`config.mk`:
```
export PLATFORM = sky130hd
export DESIGN_NAME = cpd_pwm_core
export DESIGN_NICKNAME = d
export VERILOG_FILES = /design/src/design/cpd_pkg.sv /design/src/design/cpd_pwm_core.sv
export SDC_FILE = /design/constraint.sdc
export NUM_CORES = 1
export LEC_CHECK = 0
export BUFFER_PORTS_ARGS = -buffer_cell sky130_fd_sc_hd__buf_2
export CAP_MARGIN = 20
export CORE_MARGIN = 5
export CORE_UTILIZATION = 50
export DETAILED_ROUTE_END_ITERATION = 16
export PLACE_DENSITY = 0.79
export SLEW_MARGIN = 25
export SYNTH_ARGS = -nofsm -noshare
export SYNTH_HDL_FRONTEND = slang
export SYNTH_SLANG_ARGS = --single-unit
```
`constraint.sdc`:
```
create_clock -name i_sys_clk -period 2.5 [get_ports i_sys_clk]
set_input_delay 0.125 -clock i_sys_clk [delete_from_list [all_inputs] [get_ports i_sys_clk]]
set_output_delay 0.125 -clock i_sys_clk [all_outputs]
set_load 0.01 [all_outputs]
```
`src/design/cpd_pkg.sv`:
```
// Package with constants and types for the complementary PWM output stage.
`default_nettype none
package cpd_pkg;
  localparam int unsigned ADDR_W  = 8;
  localparam int unsigned DATA_W  = 32;
  localparam int unsigned DB_W    = 8;
  localparam int unsigned FRAC_W  = 4;
  localparam int unsigned STEER_W = 6;

  localparam logic [ADDR_W-1:0] OFS_UNIT_CONTROL = 8'h00;
  localparam logic [ADDR_W-1:0] OFS_RISE_TIME    = 8'h04;
  localparam logic [ADDR_W-1:0] OFS_FALL_TIME    = 8'h08;
  localparam logic [ADDR_W-1:0] OFS_FRAC_ADJUST  = 8'h0C;
  localparam logic [ADDR_W-1:0] OFS_STEER_SELECT = 8'h10;
  localparam logic [ADDR_W-1:0] OFS_STEER_CTRL   = 8'h14;
  localparam logic [ADDR_W-1:0] OFS_STATUS       = 8'h18;

  localparam int unsigned CTL_ENABLE_BIT  = 0;
  localparam int unsigned CTL_MODE_BIT    = 1;
  localparam int unsigned CTL_RISE_DB_BIT = 4;
  localparam int unsigned CTL_FALL_DB_BIT = 5;
  localparam int unsigned CTL_LOAD_BIT    = 8;

  localparam int unsigned STR_SYNC_BIT  = 0;
  localparam int unsigned STR_HSMEN_BIT = 1;
  localparam int unsigned STR_LSMEN_BIT = 2;

  localparam int unsigned STAT_LEVEL_BIT = 0;
  localparam int unsigned STAT_PRIM_BIT  = 1;
  localparam int unsigned STAT_COMP_BIT  = 2;
  localparam int unsigned STAT_PHASE_BIT = 3;
  localparam int unsigned STAT_DB_LSB    = 4;
  localparam int unsigned STAT_ACC_LSB   = 8;
  localparam int unsigned STAT_LOAD_BIT  = 12;
  localparam int unsigned STAT_OUT_LSB   = 16;

  localparam logic [DB_W-1:0]    RST_DB_TIME = 8'h00;
  localparam logic [FRAC_W-1:0]  RST_FRAC    = 4'h0;
  localparam logic [STEER_W-1:0] RST_STEER   = 6'h00;
  localparam logic [DATA_W-1:0]  RST_RDATA   = 32'h0000_0000;

  typedef enum logic {
    MODE_VF_COMPL,
    MODE_THREE_PHASE
  } cpd_mode_e;

  typedef enum logic [1:0] {
    DB_IDLE,
    DB_RISE,
    DB_FALL
  } cpd_db_e;

  typedef struct packed {
    logic out_a;
    logic out_b;
    logic out_c;
    logic out_d;
    logic out_e;
    logic out_f;
  } cpd_out_s;

  typedef struct packed {
    logic period;
    logic rise;
    logic fall;
  } cpd_evt_s;

  typedef struct packed {
    logic [ADDR_W-1:0] address;
    logic              read;
    logic              write;
    logic [DATA_W-1:0] writedata;
  } cpd_avs_req_s;

  typedef struct packed {
    cpd_evt_s            evt_s1;
    cpd_evt_s            evt_s2;
    cpd_evt_s            evt_s3;
    logic                wait_req;
    logic [DATA_W-1:0]   rdata;
    logic                enable;
    cpd_mode_e           mode;
    logic                rise_deadband_enable;
    logic                fall_deadband_enable;
    logic                buffer_load_request;
    logic [DB_W-1:0]     rise_time_shadow;
    logic [DB_W-1:0]     fall_time_shadow;
    logic [DB_W-1:0]     rise_deadband_time;
    logic [DB_W-1:0]     fall_deadband_time;
    logic [FRAC_W-1:0]   fractional_adjust_value;
    logic [FRAC_W-1:0]   fractional_accumulator;
    logic [STEER_W-1:0]  steer_shadow;
    logic [STEER_W-1:0]  steering_select;
    logic                steering_sync_enable;
    logic                high_side_mod_enable;
    logic                low_side_mod_enable;
    logic                level;
    logic                prim;
    logic                comp;
    cpd_db_e             db_state;
    logic [DB_W-1:0]     db_cnt;
    logic                phase_on;
    cpd_out_s            outs;
  } cpd_state_s;
endpackage
`default_nettype wire

```
`src/design/cpd_pwm_core.sv`:
```
// Complementary PWM output stage with dead band and 3-phase steering.
`default_nettype none
// Operation
// [RULE_01] Period event raising primary output starts rising dead-band count.
// [RULE_02] Period event lowering primary output starts falling dead-band count.
// [RULE_03] Turn-on: complement off, add fraction, rising dead band, primary on.
// [RULE_04] Turn-off: primary off, add fraction, falling dead band, complement on.
// [RULE_05] Complementary mode drives primary on A, complement on B only.
// [RULE_06] 3-phase mode uses six outputs, at most one high, one low active.
// [RULE_07] 3-phase mode inserts no dead band.
// [RULE_08] A,C,E are phase high sides; B,D,F are phase low sides.
// [RULE_09] Steering codes 01h..20h pick fixed output pairs; 00h selects none.
// [RULE_10] Other steering values use their least significant set bit.
// [RULE_11] High-side enable modulates high output with rise and fall events.
// [RULE_12] Low-side enable modulates low output with rise and fall events.
// [RULE_13] Both enables clear: selected outputs go active at once and stay.
// [RULE_14] Dead band only in complementary drive modes, never elsewhere.
// [RULE_15] Two independent 8-bit dead-band counters, rising and falling. The code uses one shared 8-bit db_cnt for both.
// [RULE_16] Rising dead band delays primary turn-on by rising time value.
// [RULE_17] Falling dead band delays complement turn-on by falling time value.
// [RULE_18] While enabled, dead-band times load at period event after load bit.
// [RULE_19] Dead-band enable bit changes act immediately.
// [RULE_20] Dead-band counters advance once per PWM clock edge.
// [RULE_21] Asynchronous trigger events may shift dead band by one clock.
// [RULE_22] Fall during rising count: restart as falling, primary stays off.
// [RULE_23] Rise during falling count: restart as rising, complement stays off.
// [RULE_24] Synchronized steering applies at period event after load bit.
// [RULE_25] Disabled dead band switches output with the opposite output's change.
module cpd_pwm_core (
  input  wire logic                        i_sys_clk,
  input  wire logic                        i_rst_b,
  input  wire cpd_pkg::cpd_evt_s           i_evt,
  input  wire cpd_pkg::cpd_avs_req_s       i_avs,
  output logic [cpd_pkg::DATA_W-1:0]       o_avs_readdata,
  output logic                             o_avs_waitrequest,
  output cpd_pkg::cpd_out_s                o_pwm
);

  cpd_pkg::cpd_state_s state_reg;
  cpd_pkg::cpd_state_s state_next;

  function automatic cpd_pkg::cpd_out_s steer_decode(
    input logic [cpd_pkg::STEER_W-1:0] sel
  );
    cpd_pkg::cpd_out_s m;
    m = '0;
    if (sel[0]) begin
      m.out_a = 1'b1;
      m.out_d = 1'b1;
    end else if (sel[1]) begin
      m.out_a = 1'b1;
      m.out_f = 1'b1;
    end else if (sel[2]) begin
      m.out_c = 1'b1;
      m.out_f = 1'b1;
    end else if (sel[3]) begin
      m.out_c = 1'b1;
      m.out_b = 1'b1;
    end else if (sel[4]) begin
      m.out_e = 1'b1;
      m.out_b = 1'b1;
    end else if (sel[5]) begin
      m.out_e = 1'b1;
      m.out_d = 1'b1;
    end
    return m;
  endfunction

  always_comb begin
    logic                         per;
    logic                         rise;
    logic                         fall;
    logic                         req;
    logic                         do_write;
    logic                         ld;
    logic                         hi_lvl;
    logic                         lo_lvl;
    logic [cpd_pkg::DATA_W-1:0]   rd;
    logic [cpd_pkg::DATA_W-1:0]   wd;
    cpd_pkg::cpd_out_s            m;
    per      = 1'b0;
    rise     = 1'b0;
    fall     = 1'b0;
    req      = 1'b0;
    do_write = 1'b0;
    ld       = 1'b0;
    hi_lvl   = 1'b0;
    lo_lvl   = 1'b0;
    rd       = '0;
    wd       = i_avs.writedata;
    m        = '0;
    state_next = state_reg;

    // Event pins are synchronised, then edge detected on the settled stages.
    state_next.evt_s1 = i_evt;
    state_next.evt_s2 = state_reg.evt_s1;
    state_next.evt_s3 = state_reg.evt_s2;
    per  = state_reg.evt_s2.period & ~state_reg.evt_s3.period; // see [RULE_21]
    rise = state_reg.evt_s2.rise & ~state_reg.evt_s3.rise;
    fall = state_reg.evt_s2.fall & ~state_reg.evt_s3.fall;

    // Bus slave answers each request after exactly one wait cycle.
    req = i_avs.read | i_avs.write;
    state_next.wait_req = ~(req & state_reg.wait_req);
    do_write = i_avs.write & ~state_reg.wait_req;

    rd[cpd_pkg::STAT_LEVEL_BIT] = state_reg.level;
    rd[cpd_pkg::STAT_PRIM_BIT]  = state_reg.prim;
    rd[cpd_pkg::STAT_COMP_BIT]  = state_reg.comp;
    rd[cpd_pkg::STAT_PHASE_BIT] = state_reg.phase_on;
    rd[cpd_pkg::STAT_DB_LSB +: 2] = state_reg.db_state;
    rd[cpd_pkg::STAT_ACC_LSB +: cpd_pkg::FRAC_W] =
      state_reg.fractional_accumulator;
    rd[cpd_pkg::STAT_LOAD_BIT] = state_reg.buffer_load_request;
    rd[cpd_pkg::STAT_OUT_LSB +: 6] = state_reg.outs;
    if (req & state_reg.wait_req) begin
      if (i_avs.address == cpd_pkg::OFS_UNIT_CONTROL) begin
        state_next.rdata = '0;
        state_next.rdata[cpd_pkg::CTL_ENABLE_BIT]  = state_reg.enable;
        state_next.rdata[cpd_pkg::CTL_MODE_BIT]    = state_reg.mode;
        state_next.rdata[cpd_pkg::CTL_RISE_DB_BIT] =
          state_reg.rise_deadband_enable;
        state_next.rdata[cpd_pkg::CTL_FALL_DB_BIT] =
          state_reg.fall_deadband_enable;
        state_next.rdata[cpd_pkg::CTL_LOAD_BIT] =
          state_reg.buffer_load_request;
      end else if (i_avs.address == cpd_pkg::OFS_RISE_TIME) begin
        state_next.rdata = {24'h000000, state_reg.rise_time_shadow};
      end else if (i_avs.address == cpd_pkg::OFS_FALL_TIME) begin
        state_next.rdata = {24'h000000, state_reg.fall_time_shadow};
      end else if (i_avs.address == cpd_pkg::OFS_FRAC_ADJUST) begin
        state_next.rdata = {28'h0000000, state_reg.fractional_adjust_value};
      end else if (i_avs.address == cpd_pkg::OFS_STEER_SELECT) begin
        state_next.rdata = {26'h0000000, state_reg.steer_shadow};
      end else if (i_avs.address == cpd_pkg::OFS_STEER_CTRL) begin
        state_next.rdata = '0;
        state_next.rdata[cpd_pkg::STR_SYNC_BIT] =
          state_reg.steering_sync_enable;
        state_next.rdata[cpd_pkg::STR_HSMEN_BIT] =
          state_reg.high_side_mod_enable;
        state_next.rdata[cpd_pkg::STR_LSMEN_BIT] =
          state_reg.low_side_mod_enable;
      end else if (i_avs.address == cpd_pkg::OFS_STATUS) begin
        state_next.rdata = rd;
      end else begin
        state_next.rdata = cpd_pkg::RST_RDATA;
      end
    end

    // Buffered values load at the first period event after the load bit.
    ld = state_reg.enable & state_reg.buffer_load_request & per;
    if (ld) begin
      state_next.buffer_load_request = 1'b0;
    end
    if (!state_reg.enable) begin
      state_next.rise_deadband_time = state_reg.rise_time_shadow;
      state_next.fall_deadband_time = state_reg.fall_time_shadow;
    end else if (ld) begin
      state_next.rise_deadband_time = state_reg.rise_time_shadow; // see [RULE_18]
      state_next.fall_deadband_time = state_reg.fall_time_shadow; // see [RULE_18]
    end
    if (!state_reg.steering_sync_enable || !state_reg.enable) begin
      state_next.steering_select = state_reg.steer_shadow;
    end else if (ld) begin
      state_next.steering_select = state_reg.steer_shadow; // see [RULE_24]
    end

    // Software writes come after the hardware clear so a new set wins.
    if (do_write) begin
      if (i_avs.address == cpd_pkg::OFS_UNIT_CONTROL) begin
        state_next.enable = wd[cpd_pkg::CTL_ENABLE_BIT];
        state_next.mode   = cpd_pkg::cpd_mode_e'(wd[cpd_pkg::CTL_MODE_BIT]);
        state_next.rise_deadband_enable = wd[cpd_pkg::CTL_RISE_DB_BIT];
        state_next.fall_deadband_enable = wd[cpd_pkg::CTL_FALL_DB_BIT];
        if (wd[cpd_pkg::CTL_LOAD_BIT]) begin
          state_next.buffer_load_request = 1'b1;
        end
      end else if (i_avs.address == cpd_pkg::OFS_RISE_TIME) begin
        state_next.rise_time_shadow = wd[cpd_pkg::DB_W-1:0];
      end else if (i_avs.address == cpd_pkg::OFS_FALL_TIME) begin
        state_next.fall_time_shadow = wd[cpd_pkg::DB_W-1:0];
      end else if (i_avs.address == cpd_pkg::OFS_FRAC_ADJUST) begin
        state_next.fractional_adjust_value = wd[cpd_pkg::FRAC_W-1:0];
      end else if (i_avs.address == cpd_pkg::OFS_STEER_SELECT) begin
        state_next.steer_shadow = wd[cpd_pkg::STEER_W-1:0];
      end else if (i_avs.address == cpd_pkg::OFS_STEER_CTRL) begin
        state_next.steering_sync_enable = wd[cpd_pkg::STR_SYNC_BIT];
        state_next.high_side_mod_enable = wd[cpd_pkg::STR_HSMEN_BIT];
        state_next.low_side_mod_enable  = wd[cpd_pkg::STR_LSMEN_BIT];
      end
    end

    // Waveform generation.
    if (!state_reg.enable) begin
      state_next.level    = 1'b0;
      state_next.prim     = 1'b0;
      state_next.comp     = 1'b0;
      state_next.phase_on = 1'b0;
      state_next.db_state = cpd_pkg::DB_IDLE;
      state_next.db_cnt   = '0;
    end else if (state_reg.mode == cpd_pkg::MODE_VF_COMPL) begin
      state_next.phase_on = 1'b0;
      case (state_reg.db_state)
        cpd_pkg::DB_RISE: begin
          if (!state_reg.rise_deadband_enable ||
              state_reg.db_cnt >= state_reg.rise_deadband_time) begin
            state_next.prim     = 1'b1; // see [RULE_16] [RULE_19]
            state_next.db_state = cpd_pkg::DB_IDLE;
          end else begin
            state_next.db_cnt = state_reg.db_cnt + 8'h01; // see [RULE_20]
          end
        end
        cpd_pkg::DB_FALL: begin
          if (!state_reg.fall_deadband_enable ||
              state_reg.db_cnt >= state_reg.fall_deadband_time) begin
            state_next.comp     = 1'b1; // see [RULE_17] [RULE_19]
            state_next.db_state = cpd_pkg::DB_IDLE;
          end else begin
            state_next.db_cnt = state_reg.db_cnt + 8'h01; // see [RULE_20]
          end
        end
        default: begin
          state_next.db_state = cpd_pkg::DB_IDLE;
        end
      endcase
      if (per) begin
        state_next.level = ~state_reg.level;
        state_next.fractional_accumulator = state_reg.fractional_accumulator
          + state_reg.fractional_adjust_value; // see [RULE_03] [RULE_04]
        state_next.db_cnt = '0;
        if (!state_reg.level) begin
          state_next.comp = 1'b0; // see [RULE_03] [RULE_23]
          if (state_reg.rise_deadband_enable) begin
            state_next.prim     = 1'b0;
            state_next.db_state = cpd_pkg::DB_RISE; // see [RULE_01] [RULE_15]
          end else begin
            state_next.prim     = 1'b1; // see [RULE_25]
            state_next.db_state = cpd_pkg::DB_IDLE;
          end
        end else begin
          state_next.prim = 1'b0; // see [RULE_04] [RULE_22]
          if (state_reg.fall_deadband_enable) begin
            state_next.comp     = 1'b0;
            state_next.db_state = cpd_pkg::DB_FALL; // see [RULE_02] [RULE_15]
          end else begin
            state_next.comp     = 1'b1; // see [RULE_25]
            state_next.db_state = cpd_pkg::DB_IDLE;
          end
        end
      end
    end else begin
      state_next.level    = 1'b0;
      state_next.prim     = 1'b0;
      state_next.comp     = 1'b0;
      state_next.db_state = cpd_pkg::DB_IDLE; // see [RULE_07] [RULE_14]
      state_next.db_cnt   = '0;
      if (rise) begin
        state_next.phase_on = 1'b1;
      end else if (fall) begin
        state_next.phase_on = 1'b0;
      end
    end

    // Output steering.
    hi_lvl = state_reg.high_side_mod_enable ? state_next.phase_on : 1'b1;
    lo_lvl = state_reg.low_side_mod_enable ? state_next.phase_on : 1'b1;
    m = steer_decode(state_next.steering_select); // see [RULE_09] [RULE_10]
    state_next.outs = '0;
    if (state_reg.enable) begin
      if (state_reg.mode == cpd_pkg::MODE_VF_COMPL) begin
        state_next.outs.out_a = state_next.prim; // see [RULE_05]
        state_next.outs.out_b = state_next.comp; // see [RULE_05]
      end else begin
        // High sides A, C, E and low sides B, D, F.
        state_next.outs.out_a = m.out_a & hi_lvl; // see [RULE_06] [RULE_08]
        state_next.outs.out_c = m.out_c & hi_lvl; // see [RULE_11] [RULE_13]
        state_next.outs.out_e = m.out_e & hi_lvl; // see [RULE_11]
        state_next.outs.out_b = m.out_b & lo_lvl; // see [RULE_12] [RULE_13]
        state_next.outs.out_d = m.out_d & lo_lvl; // see [RULE_12]
        state_next.outs.out_f = m.out_f & lo_lvl; // see [RULE_06] [RULE_08]
      end
    end
  end

  always_ff @(posedge i_sys_clk or negedge i_rst_b) begin
    if (!i_rst_b) begin
      state_reg <= '0;
      state_reg.wait_req <= 1'b1;
      state_reg.mode <= cpd_pkg::MODE_VF_COMPL;
      state_reg.db_state <= cpd_pkg::DB_IDLE;
      state_reg.rise_time_shadow <= cpd_pkg::RST_DB_TIME;
      state_reg.fall_time_shadow <= cpd_pkg::RST_DB_TIME;
      state_reg.rise_deadband_time <= cpd_pkg::RST_DB_TIME;
      state_reg.fall_deadband_time <= cpd_pkg::RST_DB_TIME;
      state_reg.fractional_adjust_value <= cpd_pkg::RST_FRAC;
      state_reg.steer_shadow <= cpd_pkg::RST_STEER;
      state_reg.steering_select <= cpd_pkg::RST_STEER;
      state_reg.rdata <= cpd_pkg::RST_RDATA;
    end else begin
      state_reg <= state_next;
    end
  end

  assign o_avs_readdata    = state_reg.rdata;
  assign o_avs_waitrequest = state_reg.wait_req;
  assign o_pwm             = state_reg.outs;

endmodule
`default_nettype wire

```
==> metrics.cfg <==
[min_path]
whs_path_depth=2
hold_path.class=input port to flop

[sta]
clock_skew_ps=10.29
relSlewSlack_pct=57.53
fin_crit_ps=2347
grt_setup_unrepaired=false
timing.fmax_mhz=426.0
period_share_pct=93.90
drv_slew=0
hold_viol_final=0
setup_viol=0
setup_tns_ps=0
fin_ws_ps=152.6
worst_pin_slew_ps=637.0

[global_route]
grt_usage_pct=18.80
grt_first_pass_wirelength_mm=19.21
grt.met1_usage_pct=25.33
antenna_found_initial=0
grt_busiest_layer=met2
grt_pass1_vias=3861
grt_remaining_overflow=0
met3_usage_pct=3.501
met2_usage_pct=29.37
grt_max_degree=50

[floorplanning]
core_area_mm2=0.01042
row_count=37
die_w_um=113.7
die_area_mm2=0.01293
die_h_um=113.7
io_pins=86
start_util_pct=51.62

[yosys]
synthTopCellsByArea=dfrtp_1 50%, mux2_2 8.4%, buf_4 5.4%, ha_1 4.7%, nand2_1 3.6%
synth_top_area_share_pct=50.27
ys_async_sr_fraction_pct=100.0
synth_edf_count=0
ys_seq_elements=109
synthFlopType=dfrtp_1
synth_cell_types=58
synth.avg_cell_area_um2=10.75
syn_inst=500
netlist_area_mm2=0.005376
ys_seq_area_share_pct=50.76
synth_top_area_cell=dfrtp_1
yosysWarnings=0

[place]
dp_cells=657
dpl-instance-area_mm2=0.005597
hpwl_mm=8.718
io_buffers=49
dp_slack_ps=-59.75
place_congestion=0.9187

[route]
drc=0
wl_per_cell_um=17.03
viasPerCell=5.585
postRouteAntennaNets=0
drtIter0Drc=342
vias=3809
dr.pass1.iters=5
wl_mm=11.61

[final_layout]
register_area_mm2=0.002729
layout_common_cells=108 x dfrtp_1, 51 x nand2_1, 48 x buf_2
finish.instance_area_mm2=0.005917
nNetsFinal=609
syn2layout_area_growth_pct=10.05
multi_input_area_mm2=0.002267
instances_no_fill=682
largest_register_ffs=77
diodes=0
fillers=857
layout-drive-gt1-share_pct=23.81
final_common_cell=dfrtp_1

[cts]
clock_sinks=109
clk_latency_ps=380
htreeDepth=3
path_clk_slew_ps=90
root_buffer=clkbuf_8
numCtsBuffers=9
clk_path_buf_depth=2
cts_tree=done

[setup_path]
path_cells=ha_1 -> a211o_1 -> a31oi_2 -> o2111ai_2 -> a2bb2oi_4 -> or4_1 -> a21oi_1
required_ps=2800
arrival_ps=2650
critPathSlowestCell=or4_1
worstSetupPathType=flop to flop
start_kind=flop
endpoint_kind=flop
ff2ff_path_depth=7
slowest_delay_ps=510
cp_max_fo=11

[flow_run]
drv_cap=0

[power]
vdd_drop_max_v=0.0002996
leakagePower_nw=2.871
powerDensity_mw_per_mm2=540.6

[outcome]
outcome=finished, final reports clean

-- routing by layer --
layer | vias up | share of wire, %
met1 | 1849 | 43
met3 | 25 | 7.4
li1 | 1788 | -
met2 | 147 | 47
met5 | - | 0
met4 | 0 | 3.0
-- timing repair --
action / 4_1_cts / 5_1_grt
pin swaps: 0 / 2
endpoints found under the hold margin: 54 / 0
buffers inserted: 0 / 2
setup endpoints to repair: 7 / 3
resized for setup: 1 / 1
gates cloned: 0 / 0
hold buffers: 7 / 0
-- through the flow --
step           total power [W]  hold slack [ps]  utilization, %
6_report              0.003199            58.71           56.80
4_1_cts               0.003224            49.44           56.55
3_3_place_gp          0.002077            183.5           53.73
5_1_grt               0.003330            74.02           56.80
2_1_floorplan         0.001988           -170.6               -
3_5_place_dp          0.002085            191.0           53.73
-- power breakdown --
group          total (W)  switching (W)  internal [W]
Combinational   0.000229       0.000150     0.0000788
Clock            0.00114       0.000632      0.000508
Sequential       0.00183      0.0000297       0.00180
-- kinds of logic (layout without fill, tap and decap cells) --
kind of cell / count (synthesis) / count (layout) / share of synthesized area (%)
adders and majority gates: 21 / 21 / 5.027
muxes: 53 / 53 / 10.80
other: 1 / 13 / 0.06975
AOI/OAI and AO/OA: 100 / 100 / 12.12
DFF: 109 / 109 / 50.76
and+or+nand+nor: 133 / 133 / 12.26
xor gates and xnor gates: 4 / 4 / 0.6517
buffers and inverters: 79 / 113 / 8.308
-- worst max-delay path: cells and delay by family, from the launching register on --
| kind | cells | cell delay [ps] |
|---|---|---|
| AO/OA/AOI/OAI | 5 | 1000 |
| AND/OR/NAND/NOR | 1 | 510 |
| flip-flops | 1 | 430 |
| adder cells (fa/ha/maj) | 1 | 340 |
-- path summary, 6_finish.rpt --
| kind | slack [ps] | end | startpoint |
|---|---|---|---|
| worst max-delay path | 150 | state_reg[14]$_DFFE_PN0P_ | state_reg[9]$_DFFE_PN0P_ |
| max in group asynchronous | 1490 | state_reg[27]$_DFF_PN0_ | i_rst_b |
| worst max register to register | 150 | state_reg[14]$_DFFE_PN0P_ | state_reg[9]$_DFFE_PN0P_ |
| worst min register to register | 360 | state_next[113]$_DFF_PN0_ | state_next[116]$_DFF_PN0_ |
| worst min-delay path | 60 | o_avs_waitrequest$_DFF_PN1_ | i_avs[33] |
| min in group asynchronous | 300 | state_reg[45]$_DFFE_PN0P_ | i_rst_b |
-- area by class of cell --
class	instances	area share (%)
Multi-Input combinational cell	324	38.32
Clock inverter	6	1.353
Timing Repair Buffer	69	7.232
Inverter	28	1.776
Clock buffer	10	2.326
Sequential cell	109	46.12
Tap cell	136	2.876
-- synth_stat cells (all sizes together), types with 9 or more instances --
library cell / count
o21ai: 38
mux2i: 13
nor2b: 9
a22o: 10
buf: 43
ha: 20
nand3: 10
nand2: 51
inv: 28
mux2: 40
nor2: 27
a21oi: 17
dfrtp: 108
(Power assumes the default switching activity.)
